<file path="config.mk">
export PLATFORM = sky130hd
export DESIGN_NAME = ifs_supervisor
export DESIGN_NICKNAME = d
export VERILOG_FILES = /design/src/ifs_pkg.sv /design/src/ifs_supervisor.sv
export VERILOG_INCLUDE_DIRS = /design/src
export SDC_FILE = /design/constraint.sdc
export NUM_CORES = 1
export LEC_CHECK = 0
export ABC_AREA = 1
export BUFFER_PORTS_ARGS = -buffer_cell sky130_fd_sc_hd__buf_2
export CORE_MARGIN = 1.5
export CORE_UTILIZATION = 53
export CTS_BUF_LIST = sky130_fd_sc_hd__clkbuf_16
export DETAILED_ROUTE_END_ITERATION = 10
export PLACE_DENSITY = 0.79
export RECOVER_POWER = 25
export SLEW_MARGIN = 20
export SYNTH_ARGS = -nofsm -noshare
export SYNTH_HDL_FRONTEND = slang
export SYNTH_SLANG_ARGS = --single-unit
</file>
<file path="constraint.sdc">
create_clock -name mclk_i -period 3.5 [get_ports mclk_i]
set_input_delay 0.35 -clock mclk_i [delete_from_list [all_inputs] [get_ports mclk_i]]
set_output_delay 0.35 -clock mclk_i [all_outputs]
set_load 0.1 [all_outputs]
</file>
<file path="src/ifs_defines.svh">
// Offsets, field positions, reset values, fault codes and timing for the fault supervisor
`ifndef IFS_DEFINES_SVH
`define IFS_DEFINES_SVH

// ==========================================================================
// Register byte offsets
`define IFS_REG_CTRL        5'h00
`define IFS_REG_STATUS      5'h04
`define IFS_REG_FAULT_CODE  5'h08
`define IFS_REG_WARN_CODE   5'h0C

// ==========================================================================
// Field positions
`define IFS_CTRL_CLEAR_BIT  0
`define IFS_CTRL_ROUTE_BIT  1
`define IFS_ST_STATE_LSB    0
`define IFS_ST_PERM_BIT     2
`define IFS_ST_MSG_BIT      3
`define IFS_ST_KNOWN_BIT    4
`define IFS_ST_ZERO_BIT     5

// ==========================================================================
// Reset values
`define IFS_ROUTE_RST       1'h0
`define IFS_CODE_RST        8'h00
`define IFS_WARN_RST        7'h00

// ==========================================================================
// Warning weights, one bit each
`define IFS_WARN_BATTERY    0
`define IFS_WARN_TRIP_CIRC  1
`define IFS_WARN_PSU_TEMP   2
`define IFS_WARN_COMM       3
`define IFS_WARN_PROT_CFG   4
`define IFS_WARN_PROT_MOD   5
`define IFS_WARN_LIGHT      6

// ==========================================================================
// Internal fault codes
`define IFS_FC_HEAVY_FIRST  8'h04
`define IFS_FC_SIG_LAST     8'h08
`define IFS_FC_BASE_ENABLE  8'h09
`define IFS_FC_BASE_FB_LO   8'h0A
`define IFS_FC_BASE_FB_HI   8'h0C
`define IFS_FC_OPT_FIRST    8'h0D
`define IFS_FC_OPT_LAST     8'h0F
`define IFS_FC_OPT_ENABLE   8'h10
`define IFS_FC_OPT_FB_LO    8'h11
`define IFS_FC_OPT_FB_HI    8'h13
`define IFS_FC_AUX_DIP_LO   8'h14
`define IFS_FC_AUX_DIP_HI   8'h15
`define IFS_FC_PROG_MEM     8'h1E
`define IFS_FC_WORK_MEM_A   8'h32
`define IFS_FC_WORK_MEM_B   8'h3B
`define IFS_FC_PARAM_LO     8'h33
`define IFS_FC_PARAM_HI     8'h36
`define IFS_FC_CALIB        8'h37
`define IFS_FC_PARAM_EXTRA  8'h38
`define IFS_FC_IO_MISSING   8'h50
`define IFS_FC_IO_UNKNOWN   8'h51
`define IFS_FC_IO_CONFIG    8'h52
`define IFS_FC_PSU_FAULTY   8'h55
`define IFS_FC_PSU_UNKNOWN  8'h56
`define IFS_FC_HW_CONFIG    8'h5A
`define IFS_FC_COMM_UNKNOWN 8'h5F
`define IFS_FC_PROT_SET     8'h68
`define IFS_FC_VREF_A       8'h83
`define IFS_FC_VREF_B       8'h8B
`define IFS_FC_VREF_C       8'hC3
`define IFS_FC_VREF_D       8'hCB
`define IFS_FC_VREF_E       8'hDE
`define IFS_FC_VREF_F       8'hDF
`define IFS_FC_LIGHT_TWO    8'hF0
`define IFS_FC_LIGHT_ONE    8'hF1
`define IFS_FC_MEAS_UNIT    8'hFD

// ==========================================================================
// Timing
`define IFS_CLK_HZ          50000000
`define IFS_RESTART_US      100
`define IFS_SETTLE_US       20
`define IFS_BLINK_HALF_MS   250

`endif

</file>
<file path="src/ifs_pkg.sv">
// Types shared by the fault supervisor and its bench
package ifs_pkg;

  // ========================================================================
  // Supervision states
  typedef enum logic [1:0] {
    IFS_NORMAL,
    IFS_RESTART,
    IFS_SETTLE,
    IFS_PERM
  } ifs_state_t;

  // ========================================================================
  // Display source
  typedef enum logic [1:0] {
    IFS_DISP_NONE,
    IFS_DISP_INTERNAL,
    IFS_DISP_WARNING
  } ifs_disp_kind_t;

  typedef struct packed {
    ifs_disp_kind_t kind;
    logic [7:0]     code;
  } ifs_disp_t;

  // ========================================================================
  // Output contacts other than the supervision contact
  typedef struct packed {
    logic [4:0] signal_out;
    logic [2:0] heavy_out;
  } ifs_contacts_t;

endpackage : ifs_pkg

</file>
<file path="src/ifs_supervisor.sv">
// Internal fault supervisor: restart, lock-out, indicators, fault codes, register slave
//
// The Avalon-MM slave port and the register offsets were decided locally.
`include "ifs_defines.svh"

// Functional notes
// - On an internal fault, restart first; declare permanent only if it persists.
// - Permanent fault blinks ready indicator and activates the supervision contact.
// - Permanent fault forces other contacts to initial state and locks them.
// - Permanent fault shows a display message with its numeric fault code; a message still held keeps the earlier code.
// - Internal fault message has top display priority over all other sources.
// - Clear requests are ignored while the ready indicator blinks.
// - Fault gone: stop blinking, resume service, keep message until cleared.
// - Codes 4-6 heavy outputs one-three, 7-8 signal outputs one-two.
// - Code 9 base enable error; 10-12 base feedback, enable or relay error.
// - Codes 13-15 optional outputs, 16 their enable, 17-19 their feedback.
// - Memory codes 30, 50/59, 51-54/56, 55; auxiliary dips 20 or 21.
// - Module codes 80, 81, 82, 85, 86, 90 and 95.
// - Codes 104, reference voltage set, 240, 241 and 253.
// - Parameter memory fault active forces user settings to zero.
// - Warnings keep operation and leave the ready indicator steadily lit.
// - Warning code combines all active warnings into one value.
// - Warning message cannot be cleared; it vanishes with its fault.
// - Warning weights 1,2,4,8,16,32,64; combined maximum 127.
// - Trip-circuit and light warnings route to signal output two when switched.
// - Supervision contact energized in normal service; drops on permanent fault.
module ifs_supervisor #(
  parameter int unsigned RESTART_CYC    = `IFS_RESTART_US * (`IFS_CLK_HZ / 1000000),
  parameter int unsigned BLINK_HALF_CYC = `IFS_BLINK_HALF_MS * (`IFS_CLK_HZ / 1000)
) (
  input  wire logic                  mclk_i,
  input  wire logic                  rst_i,
  // Avalon-MM slave
  input  wire logic [4:0]            avs_address_i,
  input  wire logic                  avs_read_i,
  input  wire logic                  avs_write_i,
  input  wire logic [31:0]           avs_writedata_i,
  input  wire logic [3:0]            avs_byteenable_i,
  output logic      [31:0]           avs_readdata_o,
  output logic                       avs_waitrequest_o,
  // Fault and warning sources
  input  wire logic                  fault_valid_i,
  input  wire logic [7:0]            fault_code_i,
  input  wire logic [6:0]            warn_flags_i,
  input  wire ifs_pkg::ifs_contacts_t contact_req_i,
  // Panel and relay drivers
  output logic                       restart_o,
  output logic                       ready_led_o,
  output logic                       supervision_coil_o,
  output ifs_pkg::ifs_contacts_t     contact_o,
  output ifs_pkg::ifs_disp_t         disp_o,
  output logic                       settings_zero_o
);

  localparam int unsigned SETTLE_CYC = `IFS_SETTLE_US * (`IFS_CLK_HZ / 1000000);
  localparam int unsigned CNT_W      = 24;

  // ========================================================================
  // Fault code decoding
  function automatic logic is_param_mem(input logic [7:0] code);
    is_param_mem = (code >= `IFS_FC_PARAM_LO && code <= `IFS_FC_PARAM_HI) ||
                   code == `IFS_FC_PARAM_EXTRA;
  endfunction

  function automatic logic is_known_code(input logic [7:0] code);
    logic k;
    k = 1'b0;
    if (code >= `IFS_FC_HEAVY_FIRST && code <= `IFS_FC_SIG_LAST) begin
      k = 1'b1;
    end
    if (code == `IFS_FC_BASE_ENABLE ||
        (code >= `IFS_FC_BASE_FB_LO && code <= `IFS_FC_BASE_FB_HI)) begin
      k = 1'b1;
    end
    if ((code >= `IFS_FC_OPT_FIRST && code <= `IFS_FC_OPT_LAST) ||
        code == `IFS_FC_OPT_ENABLE ||
        (code >= `IFS_FC_OPT_FB_LO && code <= `IFS_FC_OPT_FB_HI)) begin
      k = 1'b1;
    end
    if (code == `IFS_FC_AUX_DIP_LO || code == `IFS_FC_AUX_DIP_HI ||
        code == `IFS_FC_PROG_MEM || code == `IFS_FC_WORK_MEM_A ||
        code == `IFS_FC_WORK_MEM_B || code == `IFS_FC_CALIB ||
        is_param_mem(code)) begin
      k = 1'b1;
    end
    if (code == `IFS_FC_IO_MISSING || code == `IFS_FC_IO_UNKNOWN ||
        code == `IFS_FC_IO_CONFIG || code == `IFS_FC_PSU_FAULTY ||
        code == `IFS_FC_PSU_UNKNOWN || code == `IFS_FC_HW_CONFIG ||
        code == `IFS_FC_COMM_UNKNOWN) begin
      k = 1'b1;
    end
    if (code == `IFS_FC_PROT_SET || code == `IFS_FC_VREF_A ||
        code == `IFS_FC_VREF_B || code == `IFS_FC_VREF_C ||
        code == `IFS_FC_VREF_D || code == `IFS_FC_VREF_E ||
        code == `IFS_FC_VREF_F || code == `IFS_FC_LIGHT_TWO ||
        code == `IFS_FC_LIGHT_ONE || code == `IFS_FC_MEAS_UNIT) begin
      k = 1'b1;
    end
    is_known_code = k;
  endfunction

  // ========================================================================
  // Register bus slave
  logic             waitreq_q;
  logic [31:0]      readdata_q;
  logic             route_q;
  logic             clear_q;
  logic             bus_write;
  logic             bus_read_prep;
  logic [31:0]      read_mux;

  ifs_pkg::ifs_state_t state_q;
  logic [CNT_W-1:0] cnt_q;
  logic             msg_valid_q;
  logic [7:0]       msg_code_q;
  logic [6:0]       warn_q;
  logic             settings_zero_q;

  // Write lands only at the edge where the master sees waitrequest low
  assign bus_write     = avs_write_i && !waitreq_q;
  assign bus_read_prep = avs_read_i && waitreq_q;

  always_comb begin
    read_mux = 32'h0000_0000;
    unique case (avs_address_i)
      `IFS_REG_CTRL: begin
        read_mux[`IFS_CTRL_ROUTE_BIT] = route_q;
      end
      `IFS_REG_STATUS: begin
        read_mux[`IFS_ST_STATE_LSB +: 2] = state_q;
        read_mux[`IFS_ST_PERM_BIT]       = (state_q == ifs_pkg::IFS_PERM);
        read_mux[`IFS_ST_MSG_BIT]        = msg_valid_q;
        read_mux[`IFS_ST_KNOWN_BIT]      = is_known_code(msg_code_q);
        read_mux[`IFS_ST_ZERO_BIT]       = settings_zero_q;
      end
      `IFS_REG_FAULT_CODE: begin
        read_mux[7:0] = msg_code_q;
      end
      `IFS_REG_WARN_CODE: begin
        read_mux[6:0] = warn_q;
      end
      default: begin
        read_mux = 32'h0000_0000;
      end
    endcase
  end

  // One wait cycle per access; waitrequest idles high
  always_ff @(posedge mclk_i or posedge rst_i) begin
    if (rst_i) begin
      waitreq_q <= 1'b1;
    end else begin
      waitreq_q <= !((avs_read_i || avs_write_i) && waitreq_q);
    end
  end

  always_ff @(posedge mclk_i or posedge rst_i) begin
    if (rst_i) begin
      readdata_q <= 32'h0000_0000;
    end else if (bus_read_prep) begin
      readdata_q <= read_mux;
    end
  end

  always_ff @(posedge mclk_i or posedge rst_i) begin
    if (rst_i) begin
      route_q <= `IFS_ROUTE_RST;
    end else if (bus_write && avs_address_i == `IFS_REG_CTRL && avs_byteenable_i[0]) begin
      route_q <= avs_writedata_i[`IFS_CTRL_ROUTE_BIT];
    end
  end

  // Clear is a one-cycle command, never stored beyond this pulse
  always_ff @(posedge mclk_i or posedge rst_i) begin
    if (rst_i) begin
      clear_q <= 1'b0;
    end else begin
      clear_q <= bus_write && avs_address_i == `IFS_REG_CTRL &&
                 avs_byteenable_i[0] && avs_writedata_i[`IFS_CTRL_CLEAR_BIT];
    end
  end

  assign avs_waitrequest_o = waitreq_q;
  assign avs_readdata_o    = readdata_q;

  // ========================================================================
  // Restart and permanence decision
  always_ff @(posedge mclk_i or posedge rst_i) begin
    if (rst_i) begin
      state_q <= ifs_pkg::IFS_NORMAL;
      cnt_q   <= '0;
    end else begin
      unique case (state_q)
        ifs_pkg::IFS_NORMAL: begin
          cnt_q <= '0;
          if (fault_valid_i) begin
            state_q <= ifs_pkg::IFS_RESTART;
          end
        end
        ifs_pkg::IFS_RESTART: begin
          if (cnt_q == CNT_W'(RESTART_CYC - 1)) begin
            cnt_q   <= '0;
            state_q <= ifs_pkg::IFS_SETTLE;
          end else begin
            cnt_q <= cnt_q + 1'b1;
          end
        end
        ifs_pkg::IFS_SETTLE: begin
          // Fault still present after the restart settles means permanent
          if (cnt_q == CNT_W'(SETTLE_CYC - 1)) begin
            cnt_q   <= '0;
            state_q <= fault_valid_i ? ifs_pkg::IFS_PERM : ifs_pkg::IFS_NORMAL;
          end else begin
            cnt_q <= cnt_q + 1'b1;
          end
        end
        ifs_pkg::IFS_PERM: begin
          if (!fault_valid_i) begin
            state_q <= ifs_pkg::IFS_NORMAL;
          end
        end
      endcase
    end
  end

  logic enter_perm;
  assign enter_perm = (state_q == ifs_pkg::IFS_SETTLE) && fault_valid_i &&
                      (cnt_q == CNT_W'(SETTLE_CYC - 1));

  // ========================================================================
  // Held fault message
  // A clear in the cycle a fault turns permanent loses: the message is set, any held code kept.
  always_ff @(posedge mclk_i or posedge rst_i) begin
    if (rst_i) begin
      msg_valid_q <= 1'b0;
      msg_code_q  <= `IFS_CODE_RST;
    end else if (enter_perm) begin
      msg_valid_q <= 1'b1;
      if (!msg_valid_q) begin
        msg_code_q <= fault_code_i;
      end
    end else if (clear_q && state_q != ifs_pkg::IFS_PERM) begin
      msg_valid_q <= 1'b0;
      msg_code_q  <= `IFS_CODE_RST;
    end
  end

  // Warning code is the live OR of the weight bits, no clear path
  always_ff @(posedge mclk_i or posedge rst_i) begin
    if (rst_i) begin
      warn_q <= `IFS_WARN_RST;
    end else begin
      warn_q <= warn_flags_i;
    end
  end

  // ========================================================================
  // Indicators and contacts
  logic [CNT_W-1:0] blink_cnt_q;
  logic             blink_q;

  always_ff @(posedge mclk_i or posedge rst_i) begin
    if (rst_i) begin
      blink_cnt_q <= '0;
      blink_q     <= 1'b1;
    end else if (state_q != ifs_pkg::IFS_PERM) begin
      blink_cnt_q <= '0;
      blink_q     <= 1'b1;
    end else if (blink_cnt_q == CNT_W'(BLINK_HALF_CYC - 1)) begin
      blink_cnt_q <= '0;
      blink_q     <= !blink_q;
    end else begin
      blink_cnt_q <= blink_cnt_q + 1'b1;
    end
  end

  always_ff @(posedge mclk_i or posedge rst_i) begin
    if (rst_i) begin
      ready_led_o        <= 1'b1;
      supervision_coil_o <= 1'b0;
      restart_o          <= 1'b0;
    end else begin
      // Steady lit for normal service and warnings alike
      ready_led_o        <= (state_q == ifs_pkg::IFS_PERM) ? blink_q : 1'b1;
      supervision_coil_o <= (state_q != ifs_pkg::IFS_PERM);
      restart_o          <= (state_q == ifs_pkg::IFS_RESTART);
    end
  end

  // Coil stays de-energized during reset, which reads as a fault to the field
  always_ff @(posedge mclk_i or posedge rst_i) begin
    if (rst_i) begin
      contact_o <= '0;
    end else if (state_q == ifs_pkg::IFS_PERM) begin
      contact_o <= '0;
    end else begin
      contact_o <= contact_req_i;
      contact_o.signal_out[1] <= contact_req_i.signal_out[1] ||
                                 (route_q && (warn_flags_i[`IFS_WARN_TRIP_CIRC] ||
                                              warn_flags_i[`IFS_WARN_LIGHT]));
    end
  end

  always_ff @(posedge mclk_i or posedge rst_i) begin
    if (rst_i) begin
      settings_zero_q <= 1'b0;
    end else begin
      settings_zero_q <= (state_q == ifs_pkg::IFS_PERM) && is_param_mem(fault_code_i);
    end
  end

  assign settings_zero_o = settings_zero_q;

  // ========================================================================
  // Display selection
  always_ff @(posedge mclk_i or posedge rst_i) begin
    if (rst_i) begin
      disp_o <= '{kind: ifs_pkg::IFS_DISP_NONE, code: `IFS_CODE_RST};
    end else if (msg_valid_q) begin
      disp_o <= '{kind: ifs_pkg::IFS_DISP_INTERNAL, code: msg_code_q};
    end else if (warn_q != `IFS_WARN_RST) begin
      disp_o <= '{kind: ifs_pkg::IFS_DISP_WARNING, code: {1'b0, warn_q}};
    end else begin
      disp_o <= '{kind: ifs_pkg::IFS_DISP_NONE, code: `IFS_CODE_RST};
    end
  end

endmodule // ifs_supervisor

</file>
==> summary.txt <==
Outcome
  • Status: finished with violations
  • Failing checks: capacitance limit, slew limit

Clock network
  • Clk_lat worst skew: ~0.35 ns
  • CTS tree: built
  • CTS resizes: 0
  • Num CTS Buffers: 9
  • Clk sink count: 100
  • Max Root-Sink Buffers: 2
  • Clock root buffer: clkbuf_16
  • Clock transition at path regs: around 0.07 ns
  • Htree depth: 3
  • Post-CTS Hold Buffers: 0
  • Post-CTS Setup Repair Bufs: 0

Global routing
  • Number of global-route vias before repair: about 4.7k
  • Most used routing layer in global routing: met2
  • GRT Util Overall: 0.2465
  • Met3 Resource Use GR: 0.05451
  • GR Overflow Total: 0
  • Largest net degree at the start of global routing: 67
  • Initial antenna violation count: 0
  • Met1 Track Usage GR: 0.3213
  • Met2 Track Usage GR: 0.4041
  • First-pass GRT wire length: around 21000 µm

Synthesis
  • Gate Count Post-Synth: 700
  • Post-Syn Area: approximately 5500 µm²
  • Avg Cell Area, Syn: 7.793 µm²
  • Post-synth top cells: 153 x nand2_1, 97 x dfrtp_1, 90 x inv_1
  • Post-synth EDFFs: 0
  • Post-synthesis sequential area ratio: 0.4594
  • Synth warnings: 0
  • Post-synth cell types: 40
  • Largest area contributor in the netlist: dfrtp_1
  • Async SR Flop Fraction: 1.000
  • Top FF cell, synth: dfrtp_1
  • Yosys top cell area share: 0.4450
  • Most frequent cell after synthesis: nand2_1
  • FF+latch count, synth: 100
  • Synth area leaders: dfrtp_1 44%, nand2_1 11%, inv_1 6.2%

Timing
  • Post-route clock skew: about 0.0059 ns
  • Hold WS: approximately 0.10 ns
  • Fin crit share: 0.6378
  • Setup Total Neg Slack: 0 ns
  • Slew @ Worst Pin: between 2 and 2.5 ns
  • Final Max Tran Viols: 67
  • Final setup violation count: 0
  • Final hold vios: 0
  • Final min period: about 2.2 ns
  • RSZ-0062 raised after global routing: no
  • Relative slew slack: -0.6268
  • Worst setup margin: roughly 1.3 ns
  • Peak Freq: approximately 450 MHz

Floorplanning
  • Die area: 10910 µm²
  • Horiz. Die Dim: roughly 100 µm
  • Initial Utilization: 0.5530
  • Row cnt: 36
  • Num ports: ~120
  • Chip height: roughly 100 µm
  • Core Area: between 9000 and 10000 µm²

Setup path
  • CP top delay family: buffers and inverters
  • Crit path max fanout: 66
  • Crit-path max cell delay: between 1.5 and 2 ns
  • Crit path cell chain: buf_2, inv_1
  • Crit path launch: rst_i
  • Req. time, crit path: 3.45 ns
  • CP max-delay cell: inv_1
  • Reg2reg start: state_q[0]
  • Critical Path Sink Type: asynchronous set/reset pin
  • WP buf/inv: 2
  • Startpoint Class: input pin
  • WS Path Type: in -> async
  • Crit path DAT: roughly 2.2 ns

Final layout
  • Net count, final: 844
  • # fillers: slightly below 900
  • Layout cells sized above 1: 0.1501
  • Ant. Diodes: 0
  • FF+latch area: ~2500 µm²
  • Post-layout util: 0.6223
  • Multi-input logic area: 2452 µm²
  • Area growth syn-to-layout: 12.52%

Power and ir drop
  • LEAKAGE: 2.899 nW
  • Max VDD drop: a little over 0.5 mV
  • Pwr Total: 3.214 mW
  • PwrDens: 523.6 nW/µm²

Placement
  • IO buf count: 66
  • Gpl congestion: approximately 0.91
  • Detailed placement HPWL: 9485 µm
  • Dpl ws: between 1 and 1.5 ns

Routing
  • DRT antenna net count: 0
  • Post-Route WL: 12810 µm
  • DRC errors left: 0
  • Vias per cell: 5.266
  • Vias: about 4.8k
  • Initial DRC count: about 340
  • 1st-pass router iterations: 6
  • DR WL/cell: around 14 µm

Run
  • Total of max-cap violations: 1

Min path
  • Hold Startpoint: warn_flags_i[0]
  • Hold WC Path Type: in -> reg
==> metal layers <==
metal	up-vias	part of all wire
li1	2340	-
met1	2259	0.45
met2	149	0.48
met3	23	0.050
met4	0	0.019
met5	-	0
==> layout make-up <==
type | instances | share of cell area
clock inverter | 7 | 0.01508
inverter | 94 | 0.05748
sequential | 100 | 0.4083
multi-input combinational | 495 | 0.3995
timing repair buffer | 68 | 0.05585
tap | 133 | 0.02711
clock buffer | 9 | 0.03669
==> through the flow <==
stage	cells	instance area, µm²
4_1_cts	906	6143
3_3_place_gp	890	5826
3_5_place_dp	890	5826
2_1_floorplan	723	5542
5_1_grt	906	6138
6_report	906	6138
==> final timing paths <==
| check | endpoint | slack (ns) | cells after the start |
|---|---|---|---|
| min in group asynchronous | cnt_q[14] | 0.83 | 2 |
| worst max register to register | cnt_q[8] | 1.40 | 6 |
| worst min-delay path | warn_q[0] | 0.10 | 1 |
| worst max-delay path | msg_valid_q | 1.27 | 2 |
| max in group mclk_i | cnt_q[8] | 1.40 | 6 |
| worst min register to register | avs_readdata_o[0] | 0.48 | 2 |
==> layout by cell type, fill, tap and decap left out, drive strengths merged, types with 3 or more instances in the layout <==
cell type | netlist | final
nand2 | 163 | 163
dfrtp | 97 | 97
inv | 94 | 95
nor2 | 91 | 91
buf | 28 | 66
nand3 | 57 | 57
o21ai | 40 | 40
nor3 | 26 | 26
conb | 1 | 24
a21oi | 18 | 18
nand4 | 16 | 16
o22ai | 15 | 15
xor2 | 14 | 14
clkbuf | 6 | 11
ha | 7 | 7
xnor2 | 6 | 6
nor4 | 5 | 5
or2 | 3 | 3
nor3b | 3 | 3
dfstp | 3 | 3
==> state kept, by name, summed over array words and instances (netlist names), 2 cells and up <==
signal          cells
avs_readdata_o      8
blink_cnt_q        24
cnt_q              24
contact_o           8
disp_o             10
msg_code_q          8
state_q             2
warn_q              7
==> where the power goes <==
part | leakage [nW] | internal [mW] | switching (mW)
Combinational | 1.42 | 0.144 | 0.733
Clock | 0.153 | 0.624 | 0.438
Sequential | 1.33 | 1.23 | 0.0484
Total | 2.90 | 1.99 | 1.22
==> cell families after synthesis <==
group,after synthesis,synth area share
xor gates and xnor gates,20,0.03211
muxes,2,0.003670
other,1,0.0006874
adders and majority gates,7,0.01605
DFF,100,0.4594
buffers and inverters,128,0.1069
and+or+nand+nor,366,0.3037
AOI/OAI and AO/OA,76,0.07752
Note: power is estimated with default switching activity, not from simulation.
